File: src/pkg/cod_pkg.sv
`default_nettype none
package cod_pkg;

  // ---------------------------------------------------------------
  // message classes
  // ---------------------------------------------------------------
  localparam int COD_CLS_W = 3;
  localparam int COD_OPC_W = 4;
  localparam logic [2:0] COD_CLS_REQ = 3'h0;
  localparam logic [2:0] COD_CLS_SNOOP = 3'h1;
  localparam logic [2:0] COD_CLS_SHORT_RSP = 3'h2;
  localparam logic [2:0] COD_CLS_DATA_RSP = 3'h3;
  localparam logic [2:0] COD_CLS_WB = 3'h4;
  localparam logic [2:0] COD_CLS_NCB = 3'h5;

  // ---------------------------------------------------------------
  // message kinds; order matters where two share one code
  // ---------------------------------------------------------------
  typedef enum logic [5:0] {
    unknown_kind,
    read_current, read_code_shared, read_data_es, read_data_migratory,
    read_invalidate_exclusive, read_for_ownership,
    conflict_response, forwarded_unchanged_resp, forwarded_now_invalid_resp,
    forwarded_now_shared_resp,
    forward_writeback_invalid_resp, forward_writeback_shared_resp,
    writeback_invalid_resp, writeback_shared_resp,
    snoop_snapshot, snoop_code_copy, snoop_data_copy, snoop_migratory,
    snoop_invalidate_own, snoop_invalidate_flush,
    fanout_snoop_snapshot, fanout_snoop_code_copy, fanout_snoop_data_copy,
    fanout_snoop_migratory, fanout_snoop_invalidate, fanout_snoop_invalidate_own,
    snoop_invalidate_writeback,
    writeback_to_invalid, writeback_to_shared, writeback_to_exclusive,
    partial_writeback_to_invalid, partial_writeback_to_exclusive,
    push_line_to_home, flush_writes_hint,
    combinable_io_write, combinable_io_partial_write,
    cod_kind_last
  } cod_kind_type;

  localparam int COD_NUM_KINDS = int'(cod_kind_last);

  // line state that results from the message
  typedef enum logic [3:0] {
    st_none, st_i, st_s, st_e, st_m, st_es, st_me, st_mes, st_unchanged
  } cod_state_type;

  typedef struct packed {
    logic ok;
    logic [2:0] cls;
    logic [3:0] opc;
  } cod_code_type;

  typedef struct packed {
    cod_state_type st;
    logic fwd;
    logic wb;
    logic fan;
  } cod_mean_type;

  // ---------------------------------------------------------------
  // code of each kind, always qualified by class
  // ---------------------------------------------------------------
  function automatic cod_code_type cod_encode(input cod_kind_type k);
    cod_code_type c;
    c = '{ok: 1'b1, cls: COD_CLS_REQ, opc: 4'h0};
    case (k)
      read_current: c.opc = 4'h0;
      read_code_shared: c.opc = 4'h1;
      read_data_es: c.opc = 4'h2;
      read_data_migratory: c.opc = 4'h3;
      read_invalidate_exclusive: c.opc = 4'hC;
      read_for_ownership: c.opc = 4'h4;
      conflict_response: c = '{1'b1, COD_CLS_SHORT_RSP, 4'hA};
      forwarded_unchanged_resp: c = '{1'b1, COD_CLS_SHORT_RSP, 4'h4};
      forwarded_now_invalid_resp: c = '{1'b1, COD_CLS_SHORT_RSP, 4'h5};
      forwarded_now_shared_resp: c = '{1'b1, COD_CLS_SHORT_RSP, 4'h6};
      forward_writeback_invalid_resp: c = '{1'b1, COD_CLS_DATA_RSP, 4'hA};
      forward_writeback_shared_resp: c = '{1'b1, COD_CLS_DATA_RSP, 4'hB};
      writeback_invalid_resp: c = '{1'b1, COD_CLS_DATA_RSP, 4'hC};
      writeback_shared_resp: c = '{1'b1, COD_CLS_DATA_RSP, 4'hD};
      snoop_snapshot: c = '{1'b1, COD_CLS_SNOOP, 4'h0};
      snoop_code_copy: c = '{1'b1, COD_CLS_SNOOP, 4'h1};
      snoop_data_copy: c = '{1'b1, COD_CLS_SNOOP, 4'h2};
      snoop_migratory: c = '{1'b1, COD_CLS_SNOOP, 4'h3};
      snoop_invalidate_own: c = '{1'b1, COD_CLS_SNOOP, 4'h4};
      snoop_invalidate_flush: c = '{1'b1, COD_CLS_SNOOP, 4'h5};
      fanout_snoop_snapshot: c = '{1'b1, COD_CLS_SNOOP, 4'h8};
      fanout_snoop_code_copy: c = '{1'b1, COD_CLS_SNOOP, 4'h9};
      fanout_snoop_data_copy: c = '{1'b1, COD_CLS_SNOOP, 4'hA};
      fanout_snoop_migratory: c = '{1'b1, COD_CLS_SNOOP, 4'hB};
      fanout_snoop_invalidate: c = '{1'b1, COD_CLS_SNOOP, 4'hD};
      fanout_snoop_invalidate_own: c = '{1'b1, COD_CLS_SNOOP, 4'hC};
      snoop_invalidate_writeback: c = '{1'b1, COD_CLS_SNOOP, 4'hC};
      writeback_to_invalid: c = '{1'b1, COD_CLS_WB, 4'h0};
      writeback_to_shared: c = '{1'b1, COD_CLS_WB, 4'h1};
      writeback_to_exclusive: c = '{1'b1, COD_CLS_WB, 4'h2};
      partial_writeback_to_invalid: c = '{1'b1, COD_CLS_WB, 4'h4};
      partial_writeback_to_exclusive: c = '{1'b1, COD_CLS_WB, 4'h6};
      push_line_to_home: c = '{1'b1, COD_CLS_WB, 4'h8};
      flush_writes_hint: c = '{1'b1, COD_CLS_WB, 4'hB};
      combinable_io_write: c = '{1'b1, COD_CLS_NCB, 4'h1};
      combinable_io_partial_write: c = '{1'b1, COD_CLS_NCB, 4'hD};
      default: c.ok = 1'b0;
    endcase
    return c;
  endfunction : cod_encode

endpackage : cod_pkg
`default_nettype wire

File: src/pkg/cod_link_if.sv
`timescale 1ns/1ps
`default_nettype none
interface cod_link_if;
  logic msg_valid;
  logic [2:0] msg_class;
  logic [3:0] msg_opcode;

  modport sender (output msg_valid, output msg_class, output msg_opcode);
  modport observer (input msg_valid, input msg_class, input msg_opcode);
endinterface : cod_link_if
`default_nettype wire

File: src/rtl/cod_decoder.sv
`timescale 1ns/1ps
`default_nettype none
module cod_decoder (
  // clock and reset
  input wire logic clk_i,
  input wire logic nrst_i,
  // observed link
  cod_link_if.observer link,
  // decoded message
  output logic valid_o,
  output cod_pkg::cod_kind_type kind_o,
  output cod_pkg::cod_state_type state_o,
  output logic forwarded_o,
  output logic writes_memory_o,
  output logic fanout_o,
  output logic ambiguous_o,
  output logic unknown_o
);
  import cod_pkg::*;

  // ---------------------------------------------------------------
  // state
  // ---------------------------------------------------------------
  typedef struct packed {
    logic valid;
    cod_kind_type kind;
    cod_mean_type mean;
    logic ambig;
    logic unknown;
  } cod_dec_type;

  typedef struct packed {
    cod_kind_type kind;
    logic ambig;
  } cod_hit_type;

  cod_dec_type s_q;
  cod_dec_type s_d;
  cod_hit_type hit;

  // ---------------------------------------------------------------
  // lookup by class and opcode
  // ---------------------------------------------------------------
  // searching the one encode table keeps both ends from drifting apart;
  // first kind in enum order wins a shared code
  function automatic cod_hit_type lookup(input logic [2:0] cls, input logic [3:0] opc);
    cod_hit_type h;
    cod_code_type c;
    h = '{kind: unknown_kind, ambig: 1'b0};
    for (int k = 1; k < COD_NUM_KINDS; k++) begin
      c = cod_encode(cod_kind_type'(k[5:0]));
      if (c.ok && c.cls == cls && c.opc == opc) begin
        if (h.kind == unknown_kind) begin
          h.kind = cod_kind_type'(k[5:0]);
        end else begin
          h.ambig = 1'b1;
        end
      end
    end
    return h;
  endfunction : lookup

  // ---------------------------------------------------------------
  // meaning record
  // ---------------------------------------------------------------
  function automatic cod_mean_type mk(input cod_state_type st, input logic fwd,
                                      input logic wb, input logic fan);
    mk.st = st;
    mk.fwd = fwd;
    mk.wb = wb;
    mk.fan = fan;
  endfunction : mk

  // ---------------------------------------------------------------
  // class screen
  // ---------------------------------------------------------------
  // class codes 6 and 7 are unused; screening them first keeps the
  // table search from matching on a class nobody sends
  function automatic logic class_known(input logic [2:0] cls);
    logic known;
    known = 1'b0;
    case (cls)
      COD_CLS_REQ: known = 1'b1;
      COD_CLS_SNOOP: known = 1'b1;
      COD_CLS_SHORT_RSP: known = 1'b1;
      COD_CLS_DATA_RSP: known = 1'b1;
      COD_CLS_WB: known = 1'b1;
      COD_CLS_NCB: known = 1'b1;
      default: known = 1'b0;
    endcase
    return known;
  endfunction : class_known

  // ---------------------------------------------------------------
  // cache-state meaning of each kind
  // ---------------------------------------------------------------
  // state is the requester's outcome for requests and snoops,
  // the responder's or writer's for responses and writebacks
  function automatic cod_mean_type meaning(input cod_kind_type k);
    cod_mean_type m;
    m = mk(st_none, 1'b0, 1'b0, 1'b0);
    case (k)
      read_current: m = mk(st_i, 1'b0, 1'b0, 1'b0);
      read_code_shared: m = mk(st_s, 1'b0, 1'b0, 1'b0);
      read_data_es: m = mk(st_es, 1'b0, 1'b0, 1'b0);
      read_data_migratory: m = mk(st_mes, 1'b0, 1'b0, 1'b0);
      read_invalidate_exclusive: m = mk(st_e, 1'b0, 1'b1, 1'b0);
      read_for_ownership: m = mk(st_me, 1'b0, 1'b0, 1'b0);
      conflict_response: m = mk(st_none, 1'b0, 1'b0, 1'b0);
      forwarded_unchanged_resp: m = mk(st_unchanged, 1'b1, 1'b0, 1'b0);
      forwarded_now_invalid_resp: m = mk(st_i, 1'b1, 1'b0, 1'b0);
      forwarded_now_shared_resp: m = mk(st_s, 1'b1, 1'b0, 1'b0);
      forward_writeback_invalid_resp: m = mk(st_i, 1'b1, 1'b1, 1'b0);
      forward_writeback_shared_resp: m = mk(st_s, 1'b1, 1'b1, 1'b0);
      writeback_invalid_resp: m = mk(st_i, 1'b0, 1'b1, 1'b0);
      writeback_shared_resp: m = mk(st_s, 1'b0, 1'b1, 1'b0);
      snoop_snapshot: m = mk(st_i, 1'b0, 1'b0, 1'b0);
      snoop_code_copy: m = mk(st_s, 1'b0, 1'b0, 1'b0);
      snoop_data_copy: m = mk(st_es, 1'b0, 1'b0, 1'b0);
      snoop_migratory: m = mk(st_mes, 1'b0, 1'b0, 1'b0);
      snoop_invalidate_own: m = mk(st_me, 1'b0, 1'b0, 1'b0);
      snoop_invalidate_flush: m = mk(st_i, 1'b0, 1'b1, 1'b0);
      fanout_snoop_snapshot: m = mk(st_i, 1'b0, 1'b0, 1'b1);
      fanout_snoop_code_copy: m = mk(st_s, 1'b0, 1'b0, 1'b1);
      fanout_snoop_data_copy: m = mk(st_es, 1'b0, 1'b0, 1'b1);
      fanout_snoop_migratory: m = mk(st_mes, 1'b0, 1'b0, 1'b1);
      fanout_snoop_invalidate: m = mk(st_i, 1'b0, 1'b1, 1'b1);
      fanout_snoop_invalidate_own: m = mk(st_me, 1'b0, 1'b0, 1'b1);
      snoop_invalidate_writeback: m = mk(st_i, 1'b0, 1'b1, 1'b0);
      writeback_to_invalid: m = mk(st_i, 1'b0, 1'b1, 1'b0);
      writeback_to_shared: m = mk(st_s, 1'b0, 1'b1, 1'b0);
      writeback_to_exclusive: m = mk(st_e, 1'b0, 1'b1, 1'b0);
      partial_writeback_to_invalid: m = mk(st_i, 1'b0, 1'b1, 1'b0);
      partial_writeback_to_exclusive: m = mk(st_e, 1'b0, 1'b1, 1'b0);
      // home may keep it in a local cache instead of memory
      push_line_to_home: m = mk(st_i, 1'b0, 1'b1, 1'b0);
      // hint only, no data and no state change
      flush_writes_hint: m = mk(st_none, 1'b0, 1'b0, 1'b0);
      combinable_io_write: m = mk(st_none, 1'b0, 1'b1, 1'b0);
      combinable_io_partial_write: m = mk(st_none, 1'b0, 1'b1, 1'b0);
      default: m = mk(st_none, 1'b0, 1'b0, 1'b0);
    endcase
    return m;
  endfunction : meaning

  // ---------------------------------------------------------------
  // next state
  // ---------------------------------------------------------------
  always_comb begin
    hit = class_known(link.msg_class) ? lookup(link.msg_class, link.msg_opcode)
                                      : cod_hit_type'{kind: unknown_kind, ambig: 1'b0};
    s_d = s_q;
    s_d.valid = link.msg_valid;
    // fields hold between messages so a slow reader still sees the last one
    if (link.msg_valid) begin
      s_d.kind = hit.kind;
      s_d.mean = meaning(hit.kind);
      s_d.ambig = hit.ambig;
      s_d.unknown = (hit.kind == unknown_kind);
    end
  end

  always_ff @(posedge clk_i or negedge nrst_i) begin
    if (!nrst_i) begin
      s_q <= '{
        valid: 1'b0,
        kind: unknown_kind,
        mean: '{st: st_none, fwd: 1'b0, wb: 1'b0, fan: 1'b0},
        ambig: 1'b0,
        unknown: 1'b0
      };
    end else begin
      s_q <= s_d;
    end
  end

  // ---------------------------------------------------------------
  // outputs
  // ---------------------------------------------------------------
  assign valid_o = s_q.valid;
  assign kind_o = s_q.kind;
  assign state_o = s_q.mean.st;
  assign forwarded_o = s_q.mean.fwd;
  assign writes_memory_o = s_q.mean.wb;
  assign fanout_o = s_q.mean.fan;
  assign ambiguous_o = s_q.ambig;
  assign unknown_o = s_q.unknown;

endmodule : cod_decoder
`default_nettype wire

File: src/flat_wrapper.sv
// flat-port wrapper written by rule: the top's interface ports become plain ports
module cod_decoder_flat import cod_pkg::*;
  (clk_i, nrst_i, valid_o, kind_o, state_o, forwarded_o, writes_memory_o, fanout_o, ambiguous_o, unknown_o, link_msg_valid, link_msg_class, link_msg_opcode);
  cod_link_if link_i ();
  input wire logic clk_i;
  input wire logic nrst_i;
  output logic valid_o;
  output cod_pkg::cod_kind_type kind_o;
  output cod_pkg::cod_state_type state_o;
  output logic forwarded_o;
  output logic writes_memory_o;
  output logic fanout_o;
  output logic ambiguous_o;
  output logic unknown_o;
  input wire logic [$bits(link_i.msg_valid)-1:0] link_msg_valid;
  input wire logic [$bits(link_i.msg_class)-1:0] link_msg_class;
  input wire logic [$bits(link_i.msg_opcode)-1:0] link_msg_opcode;
  assign link_i.msg_valid = link_msg_valid;
  assign link_i.msg_class = link_msg_class;
  assign link_i.msg_opcode = link_msg_opcode;
  cod_decoder u_core (.clk_i(clk_i), .nrst_i(nrst_i), .link(link_i), .valid_o(valid_o), .kind_o(kind_o), .state_o(state_o), .forwarded_o(forwarded_o), .writes_memory_o(writes_memory_o), .fanout_o(fanout_o), .ambiguous_o(ambiguous_o), .unknown_o(unknown_o));
endmodule
File: config.mk
export PLATFORM = sky130hd
export DESIGN_NAME = cod_decoder_flat
export DESIGN_NICKNAME = d
export VERILOG_FILES = /design/src/pkg/cod_pkg.sv /design/src/pkg/cod_link_if.sv /design/src/rtl/cod_decoder.sv /design/src/flat_wrapper.sv
export SDC_FILE = /design/constraint.sdc
export NUM_CORES = 1
export LEC_CHECK = 0
export BUFFER_PORTS_ARGS = -buffer_cell sky130_fd_sc_hd__buf_2
export CAP_MARGIN = 20
export CORE_MARGIN = 3
export CORE_UTILIZATION = 25
export CTS_BUF_LIST = sky130_fd_sc_hd__clkbuf_4
export DETAILED_ROUTE_END_ITERATION = 16
export PLACE_DENSITY = 0.41
export SYNTH_ARGS = -nofsm -noshare
export SYNTH_HDL_FRONTEND = slang
export SYNTH_SLANG_ARGS = --single-unit
File: constraint.sdc
create_clock -name clk_i -period 1.6 [get_ports clk_i]
set_input_delay 0.08 -clock clk_i [delete_from_list [all_inputs] [get_ports clk_i]]
set_output_delay 0.08 -clock clk_i [all_outputs]
set_load 0.02 [all_outputs]
==> metrics.csv <==
stage;metric;value;unit
outcome;status;finished, violations left;
outcome;violations;setup timing;
worst_setup_path;crit_required;1.80;ns
floorplan;dieArea;0.00850;mm2
sta;setup_viol;8;
sta;finalClockSkew;0;ns
power_and_ir_drop;p_int;1.05;mW
power_and_ir_drop;power_density;501;mW/mm2
worst_setup_path;r2r_cells;2;
final_layout;fin_area;0.00338;mm2
route;wl_per_cell;15.2;um
sta;worst_pin_slew;0.447;ns
clock_tree;htree_levels;1;
place;globalplace.congestion;0.824;
floorplan;pin_count;26;
global_routing;antenna_found_initial;0;
sta;rsz0062_at_grt;yes;
job;maxCapViolCount;0;
sta;slew_headroom;0.701;
global_routing;grt_pass1_wl;10.6;mm
power_and_ir_drop;seqPwrFrac;0.273;
floorplan;fp.dieW;92.2;um
final_layout;seq_area;400;um2
synth;yosys_most_used_dff;dfrtp_1;
synth;avgSynthCellArea;8.04;um2
final_layout;final_net_count;367;
synth;ys_ff_latch;16;
global_routing;grt_overflow_total;0;
sta;hold_violations;0;
floorplan;fp-row-count;30;
worst_setup_path;critPathKind;primary input to flip-flop;
clock_tree;path_clk_slew;0.11;ns
worst_setup_path;crit_path_end_kind;flip-flop;
final_layout;utilization;0.485;
synth;syn_area;0.00186;mm2
hold_path;hp-class;primary input to flip-flop;
hold_path;min_from;link_msg_valid;
clock_tree;cts_tree;yes;
final_layout;multi_input_comb_area;0.00161;mm2
clock_tree;cts-buffers-inserted;3;
synth;ys_seq_area_frac;0.216;
route;drc;0;
route;drtIter0Drc;82;
worst_setup_path;r2r_start;u_core.state_o[0]$_DFFE_PN0P_;
floorplan;die_h;92.2;um
sta;fmax;493;MHz
sta;whs;0.138;ns
route;first_pass_iters;4;
place;portBuffers;25;
place;place_area;0.00271;mm2
power_and_ir_drop;ir_drop;184;uV
synth;synth_area_leaders;dfrtp_1, nor2_1, ha_1;
clock_tree;cts_buffer_depth;2;
floorplan;core_area;0.00698;mm2
place;place.detailed.hpwl;4.82;mm
final_layout;layout-drive-gt1-share;0.580;
sta;report.final.slew_viol_count;0;
synth;ys_types;64;
sta;final.period_utilization;1.27;
global_routing;grt_max_degree;29;
global_routing;track_usage;0.150;
hold_path;hold_depth;3;
route;ant_nets;0;
synth;synth_most_common_cell;nor2_1;
power_and_ir_drop;total_leakage_power;1.46;nW
power_and_ir_drop;pwr-share-comb;0.592;
global_routing;grt_pass1_vias;2135;
route;vias_per_cell;5.01;
final_layout;fillers;687;
floorplan;initial_core_util;0.266;
worst_setup_path;critPathLaunchType;primary input;
power_and_ir_drop;power.switching;647;uW
synth;syn-instance-count;231;
worst_setup_path;r2r-end;u_core.state_o[0]$_DFFE_PN0P_;
final_layout;area_growth;82.3;%
worst_setup_path;crit_arrival;2.23;ns
route;wirelength;6.80;mm
sta;min_period;2.03;ns
clock_tree;clk-insertion-delay-late;0.29;ns
final_layout;n_antenna_cell;0;
synth;synth-edff-count;0;
synth;synth.largest_area_cell;dfrtp_1;
place;post-place-ws;-0.855;ns
worst_setup_path;regToRegSetupSlack;0.87;ns
synth;synthArstFlopShare;1.00;
synth;ys_top_cells_by_count;nor2_1, dfrtp_1, o21ai_0;
worst_setup_path;crit_fanout;7;
power_and_ir_drop;swShare;0.381;
power_and_ir_drop;p_clk_frac;0.136;
synth;syn_nets;247;
route;vias;2236;
synth;ys_warn_count;0;
synth;yosysTopAreaCellShare;0.216;
hold_path;hold_path_end;u_core.state_o[2]$_DFFE_PN0P_;
clock_tree;clock-root-buffer;clkbuf_4;
sta;layout_setup_ws;-0.429;ns
clock_tree;cts.sinks;16;
==> logic make-up after synthesis <==
group	count (synthesis)	share of synthesized area
DFF	16	0.216
adders and majority gates	6	0.0404
xor gates and xnor gates	2	0.00944
and+or+nand+nor	95	0.298
AOI/OAI and AO/OA	75	0.323
buffers and inverters	35	0.103
muxes	2	0.0108
==> how the worst max path moves through the flow <==
| stage | end | start | cells after the start | slack [ns] |
|---|---|---|---|---|
| floorplan | u_core.state_o[2]$_DFFE_PN0P_ | link_msg_opcode[3] | 13 | -0.72 |
| global placement | u_core.state_o[0]$_DFFE_PN0P_ | link_msg_opcode[1] | 10 | -0.90 |
| detailed placement | u_core.state_o[2]$_DFFE_PN0P_ | link_msg_opcode[2] | 11 | -0.86 |
| CTS | u_core.state_o[1]$_DFFE_PN0P_ | link_msg_class[2] | 13 | -0.42 |
| global route | u_core.state_o[2]$_DFFE_PN0P_ | link_msg_opcode[1] | 13 | -0.47 |
| finish | u_core.state_o[2]$_DFFE_PN0P_ | link_msg_opcode[2] | 12 | -0.43 |
==> layout by cell type, fill, tap and decap left out, types with 4 or more instances in the layout <==
master and n:
buf_4 85, buf_6 22, nor2_1 20, buf_2 18, dfrtp_1 16, nand2_1 10, inv_1 10, a21oi_1 10
o21ai_0 7, nand3_1 6, nand4_1 5, o21ai_1 5, ha_4 5, buf_12 5, inv_2 4, nor4bb_1 4
nor3_1 4, o21a_1 4, buf_8 4
==> routing by layer <==
| layer | global-route usage | share of wire |
|---|---|---|
| met5 | 0 | 0 |
| met4 | 0.0371 | 0.013 |
| met3 | 0.0123 | 0.038 |
| met2 | 0.255 | 0.50 |
| met1 | 0.205 | 0.45 |
==> power by group through the flow <==
stage	clock network, mW	logic (mW)	registers, mW
after global routing	0.255	1.07	0.468
after floorplan	0	0.377	0.524
final	0.230	1.00	0.462
after detailed placement	0	0.760	0.471
after CTS	0.230	0.861	0.463
after global placement	0	0.766	0.471
==> flip-flops by register name, indices dropped and copies added (netlist names) <==
register / flops
u_core.writes_memory_o: 1
u_core.fanout_o: 1
u_core.forwarded_o: 1
u_core.unknown_o: 1
u_core.ambiguous_o: 1
u_core.kind_o: 6
u_core.valid_o: 1
u_core.state_o: 4
==> timing repair <==
action | 4_1_cts | 5_1_grt
resized for setup | 60 | 41
endpoints found under the hold margin | 16 | 0
hold buffers | 1 | 0
gates cloned | 0 | 1
setup endpoints to repair | 11 | 12
setup buffers | 5 | 15
pin swaps | 19 | 18
==> area by class of cell <==
cell class	count	area share
clock buffer	3	0.00665
clock inverter	1	0.00111
inverter	14	0.0155
multi-input combinational	180	0.477
sequential	16	0.118
tap	96	0.0355
timing repair buffer	136	0.346
==> worst max-delay path: stages <==
cell       delay, ns
buf_6           0.11
or3b_4          0.40
a2111oi_4       0.36
a311o_1         0.21
a211oi_4        0.06
buf_12          0.16
ha_4            0.17
nor2_4          0.12
nor3_2          0.04
a221o_1         0.27
a22oi_2         0.14
o22ai_1         0.09
==> per-stage QoR <==
stage | instances | total power, mW | TNS (ns)
6_report | 446 | 1.70 | -2.14
5_1_grt | 446 | 1.80 | -2.90
4_1_cts | 431 | 1.55 | -2.28
3_5_place_dp | 422 | 1.23 | -8.43
3_3_place_gp | 422 | 1.24 | -8.59
2_1_floorplan | 231 | 0.901 | -3.50
Power figures use the tool's default switching activity.
